==> src/include/pcc_defines.vh <==
// constants of the panel command configuration block
`ifndef PCC_DEFINES_VH
`define PCC_DEFINES_VH

// command codes
`define PCC_CMD_SYSTEM_SET 8'h40
`define PCC_CMD_PLL_SET 8'h62
`define PCC_CMD_PANEL_SET1 8'h63

// parameter counts per command
`define PCC_SYS_PARAMS 4'h8
`define PCC_PLL_PARAMS 4'h3
`define PCC_PANEL_PARAMS 4'h1

// register offsets
`define PCC_OFS_SYSTEM_SETUP_FLAGS 8'h00
`define PCC_OFS_CHAR_WIDTH_CFG 8'h01
`define PCC_OFS_CHAR_HEIGHT_CFG 8'h02
`define PCC_OFS_LINE_DISPLAY_ADDRESSES 8'h03
`define PCC_OFS_LINE_TOTAL_ADDRESSES 8'h04
`define PCC_OFS_FRAME_DISPLAY_LINES 8'h05
`define PCC_OFS_VIRTUAL_WIDTH_LOW 8'h06
`define PCC_OFS_VIRTUAL_WIDTH_HIGH 8'h07
`define PCC_OFS_PLL_DIVIDERS 8'h31
`define PCC_OFS_PLL_MULTIPLIER 8'h32
`define PCC_OFS_PLL_VCO_CFG 8'h33
`define PCC_OFS_PANEL_IF_CONTROL 8'h34

// system setup flag bit positions, drive mode bit sits in the char width register
`define PCC_BIT_CHAR_ROM_SELECT 0
`define PCC_BIT_CHAR_LINE_COUNT 2
`define PCC_BIT_SCREEN_MODE 3
`define PCC_BIT_TOP_LINE_COMP 5
`define PCC_BIT_DRIVE_MODE 7

// panel control bit positions
`define PCC_BIT_PANEL_ENABLE 0
`define PCC_BIT_PANEL_COLOR 1
`define PCC_BIT_PANEL_SCALER 2
`define PCC_BIT_SHIFT_POL 4
`define PCC_BIT_DRDY_POL 5
`define PCC_BIT_LINE_POL 6
`define PCC_BIT_FRAME_POL 7

// reset values
`define PCC_RST_REG 8'h00
`define PCC_RST_CMD 8'h00

`endif

==> src/rtl/pcc_panel_command_config.v <==
// command interpreter loading system, synthesizer and panel configuration
`timescale 1ns/100ps
`include "pcc_defines.vh"

module pcc_panel_command_config #(
  parameter DATA_W = 8
) (
  // clock and reset
  input wire SYS_CLK,
  input wire SRST,
  // host bus pins
  input wire [DATA_W-1:0] HOST_DATA,
  input wire HOST_CMD,
  input wire HOST_WR_N,
  // raw configuration registers
  output reg [7:0] SYSTEM_SETUP_FLAGS,
  output reg [7:0] CHAR_WIDTH_CFG,
  output reg [7:0] CHAR_HEIGHT_CFG,
  output reg [7:0] LINE_DISPLAY_ADDRESSES,
  output reg [7:0] LINE_TOTAL_ADDRESSES,
  output reg [7:0] FRAME_DISPLAY_LINES,
  output reg [7:0] VIRTUAL_WIDTH_LOW,
  output reg [7:0] VIRTUAL_WIDTH_HIGH,
  output reg [7:0] PLL_DIVIDERS,
  output reg [7:0] PLL_MULTIPLIER,
  output reg [7:0] PLL_VCO_CFG,
  output reg [7:0] PANEL_IF_CONTROL,
  // decoded system setup
  output reg CHAR_ROM_INTERNAL,
  output reg CHAR_EIGHT_LINES,
  output reg SCREEN_MODE,
  output reg SCREEN_MODE_CONFLICT,
  output reg TOP_LINE_COMP_EN,
  output reg DRIVE_MODE,
  output reg [4:0] CHAR_WIDTH,
  output reg [4:0] CHAR_HEIGHT,
  output reg [8:0] LINE_DISPLAY_COUNT,
  output reg [8:0] LINE_TOTAL_COUNT,
  output reg [8:0] FRAME_LINE_COUNT,
  output reg [14:0] VIRTUAL_WIDTH,
  // decoded synthesizer setup
  output reg [4:0] SYNTH_INPUT_DIVIDER,
  output reg [4:0] SYNTH_OUTPUT_DIVIDER,
  output reg [4:0] SYNTH_FEEDBACK_MULT,
  output reg [3:0] LOOP_RESISTOR_SELECT,
  output reg [4:0] LOOP_CAPACITOR_SELECT,
  output reg [2:0] VCO_MULT,
  // decoded panel setup
  output reg PANEL_ENABLE,
  output reg PANEL_GRAY,
  output reg PANEL_SCALE_NEAREST,
  output reg SHIFT_FALLING_EDGE,
  output reg DATA_READY_ACTIVE_HIGH,
  output reg LINE_SYNC_ACTIVE_HIGH,
  output reg FRAME_SYNC_ACTIVE_HIGH,
  // sequencer status
  output reg [7:0] ACTIVE_CMD,
  output reg [3:0] PARAM_INDEX,
  output reg PARAM_OVERRUN
);

  // sequencer states
  localparam ST_IDLE = 2'b00;
  localparam ST_SYSTEM = 2'b01;
  localparam ST_PLL = 2'b10;
  localparam ST_PANEL = 2'b11;

  // three-stage synchronisers for the host pins
  reg [DATA_W-1:0] data_s1_ff;
  reg [DATA_W-1:0] data_s2_ff;
  reg [DATA_W-1:0] data_s3_ff;
  reg cmd_s1_ff;
  reg cmd_s2_ff;
  reg cmd_s3_ff;
  reg wr_s1_ff;
  reg wr_s2_ff;
  reg wr_s3_ff;
  reg wr_level_ff;

  // sequencer
  reg [1:0] state_ff;
  reg [1:0] nxt_state;
  reg [3:0] index_ff;
  reg [3:0] nxt_index;
  reg [7:0] active_cmd_ff;
  reg [7:0] nxt_active_cmd;
  reg overrun_ff;
  reg nxt_overrun;
  reg wr_param;
  reg [7:0] target_ofs;

  // stroke accepted when stages two and three agree on the asserted level
  wire wr_take = (wr_s2_ff == wr_s3_ff) && !wr_s3_ff && wr_level_ff;
  wire [7:0] host_byte = data_s3_ff[7:0];

  // pin synchronisers, no logic between the stages
  always @(posedge SYS_CLK) begin
    if (SRST) begin
      // data stages cleared
      data_s1_ff <= {DATA_W{1'b0}};
      data_s2_ff <= {DATA_W{1'b0}};
      data_s3_ff <= {DATA_W{1'b0}};
      // command flag stages cleared
      cmd_s1_ff <= 1'b0;
      cmd_s2_ff <= 1'b0;
      cmd_s3_ff <= 1'b0;
      // strobe stages park at the idle high level
      wr_s1_ff <= 1'b1;
      wr_s2_ff <= 1'b1;
      wr_s3_ff <= 1'b1;
    end else begin
      // data byte, three stages
      data_s1_ff <= HOST_DATA;
      data_s2_ff <= data_s1_ff;
      data_s3_ff <= data_s2_ff;
      // command flag, three stages
      cmd_s1_ff <= HOST_CMD;
      cmd_s2_ff <= cmd_s1_ff;
      cmd_s3_ff <= cmd_s2_ff;
      // write strobe, three stages
      wr_s1_ff <= HOST_WR_N;
      wr_s2_ff <= wr_s1_ff;
      wr_s3_ff <= wr_s2_ff;
    end
  end

  // settled strobe level, one accepted stroke per low period
  always @(posedge SYS_CLK) begin
    if (SRST) begin
      wr_level_ff <= 1'b1;
    end else if (wr_s2_ff == wr_s3_ff) begin
      wr_level_ff <= wr_s3_ff;
    end
  end

  // command decode and parameter counting
  always @* begin
    // hold everything unless a stroke lands
    nxt_state = state_ff;
    nxt_index = index_ff;
    nxt_active_cmd = active_cmd_ff;
    nxt_overrun = overrun_ff;
    wr_param = 1'b0;
    target_ofs = `PCC_RST_REG;
    if (wr_take && cmd_s3_ff) begin
      // a new code always ends the running sequence
      nxt_active_cmd = host_byte;
      nxt_index = 4'h0;
      nxt_overrun = 1'b0;
      case (host_byte)
        `PCC_CMD_SYSTEM_SET: nxt_state = ST_SYSTEM;
        `PCC_CMD_PLL_SET: nxt_state = ST_PLL;
        `PCC_CMD_PANEL_SET1: nxt_state = ST_PANEL;
        default: nxt_state = ST_IDLE;
      endcase
    end else if (wr_take) begin
      case (state_ff)
        ST_SYSTEM: begin
          // params one to eight land in offsets 00h..07h in order
          if (index_ff < `PCC_SYS_PARAMS) begin
            wr_param = 1'b1;
            target_ofs = `PCC_OFS_SYSTEM_SETUP_FLAGS + {4'h0, index_ff};
          end
        end
        ST_PLL: begin
          // params one to three land in 31h..33h in order
          if (index_ff < `PCC_PLL_PARAMS) begin
            wr_param = 1'b1;
            target_ofs = `PCC_OFS_PLL_DIVIDERS + {4'h0, index_ff};
          end
        end
        ST_PANEL: begin
          // the single param lands in 34h
          if (index_ff < `PCC_PANEL_PARAMS) begin
            wr_param = 1'b1;
            target_ofs = `PCC_OFS_PANEL_IF_CONTROL;
          end
        end
        default: begin
          // no open command, the byte is an orphan
          wr_param = 1'b0;
        end
      endcase
      // count accepted bytes, flag the rest
      if (wr_param) begin
        nxt_index = index_ff + 4'h1;
      end else begin
        nxt_overrun = 1'b1; // extra or orphan byte dropped
      end
    end
  end

  // sequencer registers
  always @(posedge SYS_CLK) begin
    if (SRST) begin
      // idle with no command seen
      state_ff <= ST_IDLE;
      index_ff <= 4'h0;
      active_cmd_ff <= `PCC_RST_CMD;
      overrun_ff <= 1'b0;
    end else begin
      state_ff <= nxt_state;
      index_ff <= nxt_index;
      active_cmd_ff <= nxt_active_cmd;
      overrun_ff <= nxt_overrun;
    end
  end

  // configuration register file written by parameter bytes
  always @(posedge SYS_CLK) begin
    if (SRST) begin
      // system setup bank cleared
      SYSTEM_SETUP_FLAGS <= `PCC_RST_REG;
      CHAR_WIDTH_CFG <= `PCC_RST_REG;
      CHAR_HEIGHT_CFG <= `PCC_RST_REG;
      LINE_DISPLAY_ADDRESSES <= `PCC_RST_REG;
      LINE_TOTAL_ADDRESSES <= `PCC_RST_REG;
      FRAME_DISPLAY_LINES <= `PCC_RST_REG;
      VIRTUAL_WIDTH_LOW <= `PCC_RST_REG;
      VIRTUAL_WIDTH_HIGH <= `PCC_RST_REG;
      // synthesizer bank cleared
      PLL_DIVIDERS <= `PCC_RST_REG;
      PLL_MULTIPLIER <= `PCC_RST_REG;
      PLL_VCO_CFG <= `PCC_RST_REG;
      // panel control cleared
      PANEL_IF_CONTROL <= `PCC_RST_REG;
    end else if (wr_param) begin
      case (target_ofs)
        // system setup bank, 00h..07h
        `PCC_OFS_SYSTEM_SETUP_FLAGS: SYSTEM_SETUP_FLAGS <= host_byte;
        `PCC_OFS_CHAR_WIDTH_CFG: CHAR_WIDTH_CFG <= host_byte;
        `PCC_OFS_CHAR_HEIGHT_CFG: CHAR_HEIGHT_CFG <= host_byte;
        `PCC_OFS_LINE_DISPLAY_ADDRESSES: LINE_DISPLAY_ADDRESSES <= host_byte;
        `PCC_OFS_LINE_TOTAL_ADDRESSES: LINE_TOTAL_ADDRESSES <= host_byte;
        `PCC_OFS_FRAME_DISPLAY_LINES: FRAME_DISPLAY_LINES <= host_byte;
        `PCC_OFS_VIRTUAL_WIDTH_LOW: VIRTUAL_WIDTH_LOW <= host_byte;
        `PCC_OFS_VIRTUAL_WIDTH_HIGH: VIRTUAL_WIDTH_HIGH <= host_byte;
        // synthesizer bank, 31h..33h
        `PCC_OFS_PLL_DIVIDERS: PLL_DIVIDERS <= host_byte;
        `PCC_OFS_PLL_MULTIPLIER: PLL_MULTIPLIER <= host_byte;
        `PCC_OFS_PLL_VCO_CFG: PLL_VCO_CFG <= host_byte;
        // panel control, 34h
        `PCC_OFS_PANEL_IF_CONTROL: PANEL_IF_CONTROL <= host_byte;
        // no other offset is ever aimed at
        default: PANEL_IF_CONTROL <= PANEL_IF_CONTROL;
      endcase
    end
  end

  // panel use seen straight from the control register
  wire panel_on = PANEL_IF_CONTROL[`PCC_BIT_PANEL_ENABLE];

  // decoded system setup fields, one cycle behind the raw registers
  always @(posedge SYS_CLK) begin
    if (SRST) begin
      // mode flags as decoded from a zero register
      CHAR_ROM_INTERNAL <= 1'b1;
      CHAR_EIGHT_LINES <= 1'b1;
      SCREEN_MODE <= 1'b0;
      SCREEN_MODE_CONFLICT <= 1'b0;
      TOP_LINE_COMP_EN <= 1'b1;
      DRIVE_MODE <= 1'b0;
      // sizes and counts, a zero field means one, virtual width reads zero
      CHAR_WIDTH <= 5'h01;
      CHAR_HEIGHT <= 5'h01;
      LINE_DISPLAY_COUNT <= 9'h001;
      LINE_TOTAL_COUNT <= 9'h001;
      FRAME_LINE_COUNT <= 9'h001;
      VIRTUAL_WIDTH <= 15'h0000;
    end else begin
      // single-bit mode flags
      CHAR_ROM_INTERNAL <= ~SYSTEM_SETUP_FLAGS[`PCC_BIT_CHAR_ROM_SELECT];
      CHAR_EIGHT_LINES <= ~SYSTEM_SETUP_FLAGS[`PCC_BIT_CHAR_LINE_COUNT];
      // screen mode forced off while the panel runs
      SCREEN_MODE <= SYSTEM_SETUP_FLAGS[`PCC_BIT_SCREEN_MODE] & ~panel_on;
      SCREEN_MODE_CONFLICT <= SYSTEM_SETUP_FLAGS[`PCC_BIT_SCREEN_MODE] & panel_on;
      TOP_LINE_COMP_EN <= ~SYSTEM_SETUP_FLAGS[`PCC_BIT_TOP_LINE_COMP];
      DRIVE_MODE <= CHAR_WIDTH_CFG[`PCC_BIT_DRIVE_MODE] & ~panel_on;
      // stored value plus one, carry kept in the extra bit
      CHAR_WIDTH <= {1'b0, CHAR_WIDTH_CFG[3:0]} + 5'h01;
      CHAR_HEIGHT <= {1'b0, CHAR_HEIGHT_CFG[3:0]} + 5'h01;
      LINE_DISPLAY_COUNT <= {1'b0, LINE_DISPLAY_ADDRESSES} + 9'h001;
      LINE_TOTAL_COUNT <= {1'b0, LINE_TOTAL_ADDRESSES} + 9'h001;
      FRAME_LINE_COUNT <= {1'b0, FRAME_DISPLAY_LINES} + 9'h001;
      // width joins the low byte and bits 6..0 of the high byte with no offset
      VIRTUAL_WIDTH <= {VIRTUAL_WIDTH_HIGH[6:0], VIRTUAL_WIDTH_LOW};
    end
  end

  // decoded synthesizer setup, divider and multiplier fields count from one
  always @(posedge SYS_CLK) begin
    if (SRST) begin
      // dividers and multipliers read as one
      SYNTH_INPUT_DIVIDER <= 5'h01;
      SYNTH_OUTPUT_DIVIDER <= 5'h01;
      SYNTH_FEEDBACK_MULT <= 5'h01;
      // loop filter selects cleared
      LOOP_RESISTOR_SELECT <= 4'h0;
      LOOP_CAPACITOR_SELECT <= 5'h00;
      VCO_MULT <= 3'h1;
    end else begin
      // divider and multiplier nibbles plus one
      SYNTH_INPUT_DIVIDER <= {1'b0, PLL_DIVIDERS[3:0]} + 5'h01;
      SYNTH_OUTPUT_DIVIDER <= {1'b0, PLL_DIVIDERS[7:4]} + 5'h01;
      SYNTH_FEEDBACK_MULT <= {1'b0, PLL_MULTIPLIER[3:0]} + 5'h01;
      // loop filter selects pass straight through, VCO field plus one
      LOOP_RESISTOR_SELECT <= PLL_MULTIPLIER[7:4];
      LOOP_CAPACITOR_SELECT <= PLL_VCO_CFG[4:0];
      VCO_MULT <= {1'b0, PLL_VCO_CFG[6:5]} + 3'h1;
    end
  end

  // decoded panel interface controls
  always @(posedge SYS_CLK) begin
    if (SRST) begin
      // panel off, polarities of a zero register
      PANEL_ENABLE <= 1'b0;
      PANEL_GRAY <= 1'b1;
      PANEL_SCALE_NEAREST <= 1'b0;
      SHIFT_FALLING_EDGE <= 1'b1;
      DATA_READY_ACTIVE_HIGH <= 1'b0;
      LINE_SYNC_ACTIVE_HIGH <= 1'b0;
      FRAME_SYNC_ACTIVE_HIGH <= 1'b0;
    end else begin
      // enable and picture modes
      PANEL_ENABLE <= panel_on;
      PANEL_GRAY <= ~PANEL_IF_CONTROL[`PCC_BIT_PANEL_COLOR];
      PANEL_SCALE_NEAREST <= PANEL_IF_CONTROL[`PCC_BIT_PANEL_SCALER];
      // edge and sync polarities
      SHIFT_FALLING_EDGE <= ~PANEL_IF_CONTROL[`PCC_BIT_SHIFT_POL];
      DATA_READY_ACTIVE_HIGH <= PANEL_IF_CONTROL[`PCC_BIT_DRDY_POL];
      LINE_SYNC_ACTIVE_HIGH <= PANEL_IF_CONTROL[`PCC_BIT_LINE_POL];
      FRAME_SYNC_ACTIVE_HIGH <= PANEL_IF_CONTROL[`PCC_BIT_FRAME_POL];
    end
  end

  // sequencer status outputs
  always @(posedge SYS_CLK) begin
    if (SRST) begin
      // nothing received yet
      ACTIVE_CMD <= `PCC_RST_CMD;
      PARAM_INDEX <= 4'h0;
      PARAM_OVERRUN <= 1'b0;
    end else begin
      ACTIVE_CMD <= active_cmd_ff;
      PARAM_INDEX <= index_ff;
      PARAM_OVERRUN <= overrun_ff;
    end
  end

endmodule // pcc_panel_command_config

==> config.mk <==
export PLATFORM = sky130hd
export DESIGN_NAME = pcc_panel_command_config
export DESIGN_NICKNAME = d
export VERILOG_FILES = /design/src/rtl/pcc_panel_command_config.v
export VERILOG_INCLUDE_DIRS = /design/src /design/src/include
export SDC_FILE = /design/constraint.sdc
export NUM_CORES = 1
export LEC_CHECK = 0
export ABC_AREA = 1
export BUFFER_PORTS_ARGS = -buffer_cell sky130_fd_sc_hd__buf_4
export CORE_MARGIN = 8
export CORE_UTILIZATION = 48
export CTS_CLUSTER_SIZE = 20
export DETAILED_ROUTE_END_ITERATION = 10
export PLACE_DENSITY = 0.83
export SLEW_MARGIN = 5
export SYNTH_ARGS = -nofsm -noshare
export SYNTH_HDL_FRONTEND = slang
export SYNTH_SLANG_ARGS = --single-unit
==> constraint.sdc <==
create_clock -name SYS_CLK -period 1.9 [get_ports SYS_CLK]
set_clock_uncertainty 0.15 [all_clocks]
set_input_delay 0.19 -clock SYS_CLK [delete_from_list [all_inputs] [get_ports SYS_CLK]]
set_output_delay 0.19 -clock SYS_CLK [all_outputs]
set_load 0.005 [all_outputs]
## Word-level counts from Yosys, hierarchy flattened

Index checks and enable logic that the tools add are counted.
Widths: inputs -> output; s select.

| storage, ports and cells | value |
|---|---|
| bits in registers | 247 |
| bits in latches | 0 |
| bits in writable memories | 0 |
| ROM bits | 0 |
| input bits | 12 |
| output and inout bits | 201 |
| logic and storage cells | 131 |
| memories | 0 |

| operators by class | value |
|---|---|
| $add $sub $neg | 11 |
| multiply operators | 0 |
| divide/modulo/power cells | 0 |
| magnitude comparators | 3 |
| equality and inequality tests | 18 |
| shifts and indexed selects | 0 |
| mux-type cells | 15 |
| bitwise operators | 10 |
| reductions and logical operators | 20 |

Operators by type and width:

| kind | number |
|---|---|
| $eq 8x3->1 const B | 4 |
| $eq 8x6->1 const B | 4 |
| $reduce_and 2->1 | 14 |
| $add 8x1->9 const B | 3 |
| $add 4x1->5 const B | 5 |
| $eq 8x7->1 const B | 3 |
| $mux 7 | 3 |
| $pmux 7 s3 | 1 |
| $eq 8x2->1 const B | 2 |
| $eq 8x1->1 const B | 1 |
| $logic_not 8->1 | 1 |
| $add 6x4->7 const A | 1 |
| $mux 1 | 7 |
| $not 1->1 | 7 |
| $mux 6 | 1 |
| $pmux 2 s3 | 1 |
| $add 4x1->4 const B | 1 |
| $eq 2x2->1 const B | 2 |
| $lt 4x1->1 const B | 1 |
| $lt 4x2->1 const B | 1 |
| $lt 4x4->1 const B | 1 |
| $mux 4 | 1 |
| $add 2x1->3 const B | 1 |
| $and 1x1->1 | 3 |
| other kinds (6) | 8 |

## Logic depth before layout (Yosys ltp)

Gate-level depths: netlist of the first run.

| depth | value |
|---|---|
| depth in word-level cells | 8 |
| mapped depth | 15 |
| gate-level depth less buffers | 13 |

## Worst setup path after synthesis of the first run

No wires, ideal clock.

| timing path | value |
|---|---|
| path kind | register to register |
| start point | register index_ff[0] |
| end point | register SYSTEM_SETUP_FLAGS[6] |
| setup time | 0.113 ns |
| arrival time | 1.740 ns |
| data required time | 1.637 ns |
| path slack | -0.103 ns |
| cell stages (with the launch flop) | 15 |
| buffers on the path | 2 |
| cells stage by stage | dfxtp_1 -> inv_1 -> ha_1 -> nand2_1 -> inv_1 -> nand3_1 -> nand2_1 -> nand2_1 -> inv_2 -> nor2_2 -> buf_4 -> nand2_2 -> buf_6 -> nor2_1 -> nor2_1 |

| on the way | value |
|---|---|
| cells in the longest elaborated chain, start to end | 8 |
| elaborated cells on any way between the ends | 20 |
| classes of those cells | 1 x add/sub; 3 x order compare; 14 x mux; 2 x reduce/logical |

Ends and longest elaborated chain:

| element | RTL line | RTL |
|---|---|---|
| start, declared | pcc_panel_command_config.v:83 | `reg [3:0] index_ff;` |
| start signal, assigned | pcc_panel_command_config.v:203 | `index_ff <= nxt_index;` |
| branches (longest 7 deep; another with $add 6x4->7) | n/a |  |
| $reduce_and 2->1 (no source line) * | n/a |  |
| end signal, assigned | pcc_panel_command_config.v:213 | `` SYSTEM_SETUP_FLAGS <= `PCC_RST_REG; `` |
| end signal, assigned | pcc_panel_command_config.v:230 | `` `PCC_OFS_SYSTEM_SETUP_FLAGS: SYSTEM_SETUP_FLAGS <= host_byte; `` |
| end, declared | pcc_panel_command_config.v:16 | `output reg [7:0] SYSTEM_SETUP_FLAGS,` |

Mark *: on every way between the ends. The select of a mux whose other input is x is not followed.
A chain may end at the register's enable or synchronous reset.

## Worst setup path after layout of the first run

| timing path | value |
|---|---|
| start point | register index_ff[0] |
| end point | register LINE_DISPLAY_ADDRESSES[5] |

| on the way | value |
|---|---|
| cells in the longest elaborated chain, start to end | 8 |
| elaborated cells on any way between the ends | 20 |
| classes of those cells | 1 x add/sub; 3 x order compare; 1 x eq/ne; 14 x mux; 1 x reduce/logical |

Ends and longest elaborated chain:

| element | RTL line | RTL |
|---|---|---|
| branches (longest 7 deep; another with $add 6x4->7) | n/a |  |
| $reduce_and 2->1 (no source line) * | n/a |  |
| end signal, assigned | pcc_panel_command_config.v:216 | `` LINE_DISPLAY_ADDRESSES <= `PCC_RST_REG; `` |
| end signal, assigned | pcc_panel_command_config.v:233 | `` `PCC_OFS_LINE_DISPLAY_ADDRESSES: LINE_DISPLAY_ADDRESSES <= host_byte; `` |
| end, declared | pcc_panel_command_config.v:19 | `output reg [7:0] LINE_DISPLAY_ADDRESSES,` |

Marked as above.

==> impl_results.md, run 1 <==
- Sequential area share after synthesis: 57.4%
- Async set or reset register ratio after synthesis: 0%
- # diodes: 0
- Max VDD drop: roughly 0.0008 V
- Register area: 4950 µm²
- Die Area: 22500 µm²
- Flop2flop setup slack: -80 ps
- Clk Latency, worst-skew pair: 520 ps
- Layout cells sized above 1: 31.3%
- Drt drc: 0
- Min cycle time layout: 1980 ps
- # Max-Cap Violations: 0
- Routability Congestion: 0.875
- Worst R2R End: LINE_DISPLAY_ADDRESSES[5]
- Met2 wire length: 13.0 mm
- I/O pin cnt: ~210
- Final core utilization: between 60 and 70%
- Most used DFF post-synth: dfxtp_1
- Final wirelength: 26.0 mm
- Area after DPL: 10600 µm²
- Total CTS buffers: 25
- Final period util: 104%
- Synthesized area per cell: just under 8 µm²
- Die Y-Extent: ~150 µm
- Synth cell types: 29
- DR top layer: met4
- Reg2Reg Launch Point: index_ff[0]
- Core footprint: 17800 µm²
- Total chip power: approximately 10 mW
- Antenna violations before repair: 0
- Post-route insts no fill: 1599
- Area grow syn2layout: 42.8%
- Vias in the first global route: about 7500
- DP HPWL: ~16 mm
- # nets final: 1378
- Yosys reg bits: 247
- Worst Slack Setup Final: -83.5 ps
- Clk root buf: clkbuf_16
- Fill cells: 1294
- Remaining global-route overflow: 0
- Top cells by count, synth: 265 x nor2_1, 247 x dfxtp_1, 187 x nand2_1
- Area contributors post-synth: dfxtp_1 57%, nor2_1 12%, nand2_1 8.1%
- H-tree depth: 1
- Bufs on Longest Clock Path: 3
- Synthesized area: 8620 µm²
- Worst EP arrival: around 2300 ps
- Area of the multi-input gates: 3410 µm²
- Critical path type: reg2reg
- Normalized max-slew margin: 61.2%
- Rows: 49
- Fin area: 12300 µm²
- RSZ-0062 raised after global routing: true
- Worst slack at placement: -153 ps
- Number of enable flip-flop cells after synthesis: 0
- Synth area leader: dfxtp_1
- DR pass1 iterations: 5
- Status: finished with violations
- Mapped Cells: 1098
- Post-Route M1 WL: 10.0 mm
- Leakage: 5.87 nW
- Ys Warns: 0
- WP data required: approximately 2200 ps
- Die width: 150 µm
- Largest net degree at the start of global routing: 118
- Routed wl met3: 2.19 mm
- Initial Util: 48.5%
- Worst Hold Depth: 4
- First DRT Iteration DRCs: 513
- CP Capture Type: flop
- Failing checks: negative setup slack
- First-pass GRT wire length: approximately 38 mm
- P per Cell Area: 837 nW/µm²
- Placed Cells: about 1500
- CTS sink count: ~250
- Worst-Margin Slew: 581 ps
- CTS tree: done
- GRT Util Overall: 20.8%
- Crit start category: flop
- Worst R2R Path Depth: 11
- Fin. max-slew vios: 0
- Routed len/inst: 16.2 µm
- Hold Fails Final Rpt: 0
- DR vias/cell: 4.92
- Min-delay worst type: in2reg
- Hold EP: LINE_DISPLAY_COUNT[0]
- DR vias: 7875
- Post-DRT Antenna Nets: 0
- Most instantiated library cell after synthesis: nor2_1
- WHS: 65.9 ps
- Peak Freq: 504 MHz
- Critical path peak fanout: 7
- Setup TNS Final: -1020 ps
- Clock-pin transition on the worst setup and hold timing paths: 70 ps
- Port-buffer cells: 212
- Hold_sp: SRST
- Synth top area share: a little under three fifths
- Mapped Nets: 1122
- Final Setup Violations: 43
==> state kept, by name, summed over array words and instances (netlist names), 9 cells and up <==
register            count
LINE_TOTAL_COUNT        9
LINE_DISPLAY_COUNT      9
VIRTUAL_WIDTH          15
FRAME_LINE_COUNT        9
==> placed cells by master (no fill, tap or decap), drive strengths merged <==
cell	Yosys	final
bufinv	0	2
xor2	3	3
and3	2	2
clkbuf	28	38
a21oi	53	53
nor4	4	4
nand4	8	8
a31oi	1	1
inv	150	152
clkinv	1	4
o22ai	1	1
dfxtp	247	247
nand3b	1	1
buf	18	261
nand2	194	196
or2	2	2
nand3	34	34
nor3	17	17
ha	12	12
dlygate4sd3	0	10
o21ai	52	52
nor2	270	270
==> worst max-delay path, cell delays in order, from the launching register on <==
cell	delay [ps]
dfxtp_2	350
inv_2	50
ha_4	260
nand4_1	80
nand2_1	120
nand2_2	100
buf_12	150
nor2_4	130
buf_6	150
buf_8	140
nand3_2	80
a21oi_2	140
==> kinds of logic (layout without fill, tap and decap cells) <==
group                      Yosys count  after routing  share of synthesized area (%)
buffers and inverters              197            467                           9.28
xor gates and xnor gates             3              3                          0.305
adders and majority gates           12             12                           1.74
and+or+nand+nor                    532            534                           25.1
AOI/OAI and AO/OA                  107            107                           6.24
DFF                                247            247                           57.4
==> routing by layer <==
metal,vias up,track usage [%]
met5,-,0
met4,0,7.50
met3,66,4.93
met2,314,37.0
met1,3633,23.7
li1,3862,-
==> how the worst max path moves through the flow <==
stage | startpoint | end | slack [ps] | cells after the start
after floorplan | index_ff[0] | SYSTEM_SETUP_FLAGS[6] | 20 | 14
after global placement | wr_s2_ff | LINE_TOTAL_ADDRESSES[4] | -7 | 10
after detailed placement | wr_s2_ff | FRAME_DISPLAY_LINES[6] | -150 | 10
after CTS | wr_s3_ff | PLL_DIVIDERS[3] | -4 | 11
after global routing | index_ff[1] | LINE_TOTAL_ADDRESSES[1] | -200 | 13
final | index_ff[0] | LINE_DISPLAY_ADDRESSES[5] | -80 | 11
==> final cells by class <==
cell class,instances,area share [%]
Inverter,151,4.70
Tap cell,229,2.33
Clock buffer,36,5.82
Timing Repair Buffer,273,18.5
Clock inverter,7,0.752
Multi-Input combinational cell,656,27.7
Sequential cell,247,40.2
==> power breakdown <==
part           total [mW]  leakage (nW)  switching, mW  internal [mW]
combinational       0.220          3.47          0.149         0.0712
clock                4.86         0.400           1.97           2.88
sequential           5.22          2.00         0.0172           5.20
==> timing repair <==
| item | 4_1_cts | 5_1_grt |
|---|---|---|
| pin swaps | 8 | 39 |
| endpoints found under the setup margin | 88 | 98 |
| buffers inserted | 2 | 12 |
| gates resized for setup | 23 | 144 |
| hold buffers | 10 | 0 |
| hold endpoints to repair | 10 | 0 |
| cloned | 1 | 4 |
(Power assumes the default switching activity.)
==> run 2: changes to the inputs <==
- HOLD_SLACK_MARGIN: default -> 0.15
==> run 2 against run 1 <==
Effect of this change: the flow still finishes with violations (negative setup slack); power grew 0.19%; core utilization up 0.56 points; sequential power hardly changed; clock-buffer cell count unchanged; setup slack worse by 19 ps; first-iteration DRC count decreased by 2.9%; cell area is 0.81% higher; sequential cell count is the same; die area stayed put; register-to-register slack lost 20 ps; critical path depth unchanged; critical path type unchanged; largest cell class unchanged.
==> impl_results.md, run 2 (synthesis gave the netlist of run 1 again) <==
- # diodes: 0
- Final period util: 105%
- DR vias/cell: 4.94
- GRT Util Overall: 21.0%
- Normalized max-slew margin: 61.5%
- Total CTS buffers: 25
- Die Area: 22500 µm²
- CTS tree: done
- Hold Fails Final Rpt: 0
- H-tree depth: 1
- Leakage: 5.93 nW
- # Max-Cap Violations: 0
- Fin. max-slew vios: 0
- Port-buffer cells: 212
- DP HPWL: 16.3 mm
- I/O pin cnt: 213
- Worst EP arrival: 2310 ps
- Clk root buf: clkbuf_16
- Total chip power: 10.3 mW
- Die width: ~150 µm
- CTS sink count: between 200 and 250
- Max VDD drop: 0.000801 V
- First DRT Iteration DRCs: between 400 and 500
- Commonest non-fill, non-tap cell in the layout: nor2_1
- DR pass1 iterations: 5
- Largest register FFs: 15
- Remaining global-route overflow: 0
- Critical path type: reg2reg
- Clk Latency, worst-skew pair: 520 ps
- Worst-Margin Slew: 577 ps
- Core footprint: 17800 µm²
- Drt drc: 0
- Vias in the first global route: 7601
- Rows: 49
- Final wirelength: 26.1 mm
- Setup TNS Final: -1460 ps
- Antenna violations before repair: 0
- CP Capture Type: flop
- Min-delay worst type: reg2reg
- WP data required: 2210 ps
- Post-DRT Antenna Nets: 0
- First-pass GRT wire length: 38.4 mm
- DR vias: 7942
- Final Setup Violations: 52
- Critical path peak fanout: 7
- Failing checks: negative setup slack
- Largest net degree at the start of global routing: 118
- Layout cells sized above 1: around 31%
- Status: finished with violations
- Peak Freq: 499 MHz
- Routed len/inst: approximately 16 µm
- Initial Util: 48.5%
- Crit start category: flop
- Bufs on Longest Clock Path: 3
- P per Cell Area: 831 nW/µm²
- RSZ-0062 raised after global routing: true
- Min cycle time layout: between 2000 and 2500 ps
- Most frequent cells in the layout: 249 x nor2_1, 243 x dfxtp_1, 237 x buf_4
- Routability Congestion: just under 0.9
- Clock-pin transition on the worst setup and hold timing paths: 60 ps
- Worst Slack Setup Final: -102 ps
- Most flops, register: VIRTUAL_WIDTH
- Area grow syn2layout: 44.0%
- # nets final: 1388
- Die Y-Extent: about 150 µm
run 2: critical path: stages, from the launching register on:
cell and delay (ps):
dfxtp_2 350, inv_2 50, ha_4 260, nand4_1 90, nand2_1 120, nand2_2 100, buf_12 150, nor2_4 130
buf_6 160, buf_8 140, nand3_2 80, a21oi_2 140
run 2: report_power, final:
group	leakage, nW	internal (mW)	total [mW]	switching, mW
Clock	0.400	2.89	4.86	1.97
Combinational	3.53	0.0846	0.238	0.153
Sequential	2.00	5.20	5.22	0.0172
run 2: layout make-up:
| cell class | instances | area, µm² |
|---|---|---|
| Fill cell | 1278 | 5370 |
| Sequential cell | 247 | 4950 |
| Multi-Input combinational cell | 656 | 3410 |
| Timing Repair Buffer | 283 | 2380 |
| Clock buffer | 36 | 717 |
| Inverter | 151 | 578 |
| Tap cell | 229 | 287 |
| Clock inverter | 7 | 92.6 |
run 2: worst paths after layout:
check                                                  to     startpoint  cells after the start  slack, ps
worst max-delay path            LINE_DISPLAY_ADDRESSES[5]    index_ff[0]                     11       -100
worst min-delay path                        data_s3_ff[5]  data_s2_ff[5]                      2        250
worst max register to register  LINE_DISPLAY_ADDRESSES[5]    index_ff[0]                     11       -100
worst min register to register              data_s3_ff[5]  data_s2_ff[5]                      2        250
run 2: per-stage QoR:
stage / instance area, µm² / utilization (%) / hold WS (ps) / setup slack, ps / std cells
global route: 12400 / 69.8 / 257 / -193 / 1609
detailed placement: 10600 / 59.8 / 235 / -153 / 1528
floorplan: 8630 / - / 144 / 19.6 / 1098
finish: 12400 / 69.8 / 248 / -102 / 1609
CTS: 11700 / 66.1 / 250 / -4.05 / 1594
global placement: 10600 / 59.8 / 232 / -7.43 / 1528
run 2: what timing repair did:
item                                   4_1_cts  5_1_grt
setup buffers                                2       12
hold buffers                                20        0
setup endpoints to repair                   88       98
gates cloned                                 1        4
resized for setup                           23      144
pin swaps                                    8       39
endpoints found under the hold margin      212        0
run 2: per-layer routing:
layer,GRT usage [%],up-vias,part of all wire [%]
met5,0,-,0
met4,7.70,0,3.0
met3,4.93,65,8.4
met2,37.5,323,50
met1,23.9,3672,38
li1,-,3882,-
==> run 3: changes to the inputs <==
- BUFFER_PORTS_ARGS: -buffer_cell sky130_fd_sc_hd__buf_4 -> default
- CORE_UTILIZATION: 48 -> 56
- DONT_BUFFER_PORTS: default -> 1
- PLACE_DENSITY: 0.83 -> 0.71
==> run 3 against run 2 <==
Effect of this change: core utilization up 7.4 points; the run ends with negative hold slack, negative setup slack left; setup slack improved by 26 ps; via count down 5.3%; sequential power barely moved; routed wire length down 3.5%; critical path depth unchanged; first-iteration DRC count up 26%; largest power group unchanged; global-route usage grew 2.3 points; clock power rose by 5.1%; critical endpoint is now VIRTUAL_WIDTH_HIGH[0]; cell area is 5.8% lower.
==> impl_results.md, run 3 (synthesis gave the netlist of run 1 again) <==
- CP Capture Type: flop
- # diodes: 0
- Core footprint: 15100 µm²
- Failing checks: negative hold slack, negative setup slack
- Remaining global-route overflow: 0
- Die Y-Extent: 140 µm
- Critical path type: reg2reg
- Drt drc: 0
- Peak Freq: a little over 500 MHz
- Worst Slack Setup Final: -76.4 ps
- Antenna violations before repair: 0
- Final wirelength: 25.2 mm
- Clk root buf: clkbuf_16
- Critical path peak fanout: 8
- Routability Congestion: ~0.9
- Status: finished with violations
- Vias in the first global route: between 7000 and 8000
- # Max-Cap Violations: 0
- CTS tree: done
- Port-buffer cells: 0
- Max VDD drop: 0.00105 V
- Post-route insts no fill: 1445
- I/O pin cnt: 213
- Initial Util: between 50% and 60%
- First-pass GRT wire length: 37.2 mm
- Largest register FFs: 15
- Crit start category: flop
- WP data required: 2200 ps
- DR pass1 iterations: 5
- Rows: 45
- Hold-fix buffers, CTS: about 100
- H-tree depth: 1
- Commonest non-fill, non-tap cell in the layout: dfxtp_1
- Min-delay worst type: in2reg
- Largest net degree at the start of global routing: 85
- P per Cell Area: 904 nW/µm²
- Most frequent cells in the layout: 236 x dfxtp_1, 233 x nor2_1, 139 x nand2_1
- Final Setup Violations: roughly 40
- Clk Latency, worst-skew pair: 520 ps
- Critical-path cell list: inv_2, ha_4, nand3_4, nor2_4, buf_6, nand3_4, nor2_4, buf_12, buf_8, nand3_1, a21oi_2
- DR vias/cell: 5.21
- Min cycle time layout: 1980 ps
- Die Area: 19600 µm²
- DR vias: 7524
- Clock-pin transition on the worst setup and hold timing paths: roughly 60 ps
- Worst EP arrival: 2280 ps
- WHS: -386 ps
- First DRT Iteration DRCs: 625
- Die width: between 100 and 150 µm
- Total CTS buffers: 25
- Placed Cells: 1283
- GRT Util Overall: 23.3%
- Post-DRT Antenna Nets: 0
- Fin. max-slew vios: 0
- Most flops, register: VIRTUAL_WIDTH
- Layout cells sized above 1: 19.9%
- Hold Fails Final Rpt: 15
- Leakage: 5.47 nW
- CP max stage delay: approximately 310 ps
- # nets final: 1265
- Setup TNS Final: -963 ps
- Normalized max-slew margin: roughly 62%
- Final core utilization: 77.2%
- Worst-Margin Slew: about 570 ps
- Worst slack at placement: -138 ps
- Routed len/inst: 17.4 µm
- RSZ-0062 raised after global routing: true
- Final period util: 104%
- Area grow syn2layout: 35.6%
- Crit-path slowest cell: dfxtp_2
- Bufs on Longest Clock Path: 3
- CTS sink count: about 250
- DP HPWL: 14.7 mm
## run 3: cell count changes in the layout (fill, tap and decap cells not counted), sizes merged
cell         previous run  this run
buf                   261        55
bufinv                  2         4
clkbuf                 38        32
clkinv                  4         7
clkinvlp                0         1
dlygate4sd3            20       102
nand2                 196       197
## run 3: power by group
part	internal (mW)	total, mW	switching [mW]	leakage (nW)
registers	5.20	5.23	0.0206	2.00
logic	0.0874	0.225	0.138	3.04
clock network	3.11	5.11	2.00	0.429
total	8.40	10.6	2.16	5.47
## run 3: final cells by class
cell class	instances	area [µm²]
Clock buffer	30	684
Clock inverter	13	181
Fill cell	991	3460
Inverter	151	573
Multi-Input combinational cell	657	3420
Sequential cell	247	4960
Tap cell	188	235
Timing Repair Buffer	159	1630
## run 3: per-stage QoR
stage	area [µm²]	total power [mW]
6_report	11700	10.6
5_1_grt	11700	10.9
4_1_cts	11000	10.6
3_5_place_dp	9020	5.47
3_3_place_gp	9020	5.47
2_1_floorplan	8630	5.45
## run 3: what timing repair did
| action | CTS | global route |
|---|---|---|
| resized for setup | 16 | 169 |
| setup endpoints to repair | 78 | 101 |
| pin swaps | 5 | 36 |
| hold endpoints to repair | 143 | 21 |
| gates cloned | 0 | 5 |
| setup buffers | 1 | 10 |
## run 3: final timing paths
check | startpoint | to | slack [ps] | depth (start not counted)
max | wr_s2_ff | VIRTUAL_WIDTH_HIGH[0] | -80 | 11
min | SRST | LINE_TOTAL_COUNT[8] | -390 | 1
max reg2reg | wr_s2_ff | VIRTUAL_WIDTH_HIGH[0] | -80 | 11
min reg2reg | PANEL_IF_CONTROL[4] | SHIFT_FALLING_EDGE | 290 | 1
## run 3: per-layer routing
layer	track usage [%]	part of all wire, %	routed length [µm]
met2	41.4	51	12900
met1	27.0	37	9420
met4	7.26	2.3	571
met3	5.81	9.3	2340
met5	0	0	0
## run 3: worst max-delay path, delay by kind of cell (launching register included)
| kind | cells | cell delay, ps |
|---|---|---|
| compound gates | 1 | 140 |
| fa+ha+maj | 1 | 150 |
| buf+inv | 4 | 500 |
| flops | 1 | 310 |
| simple gates | 5 | 650 |
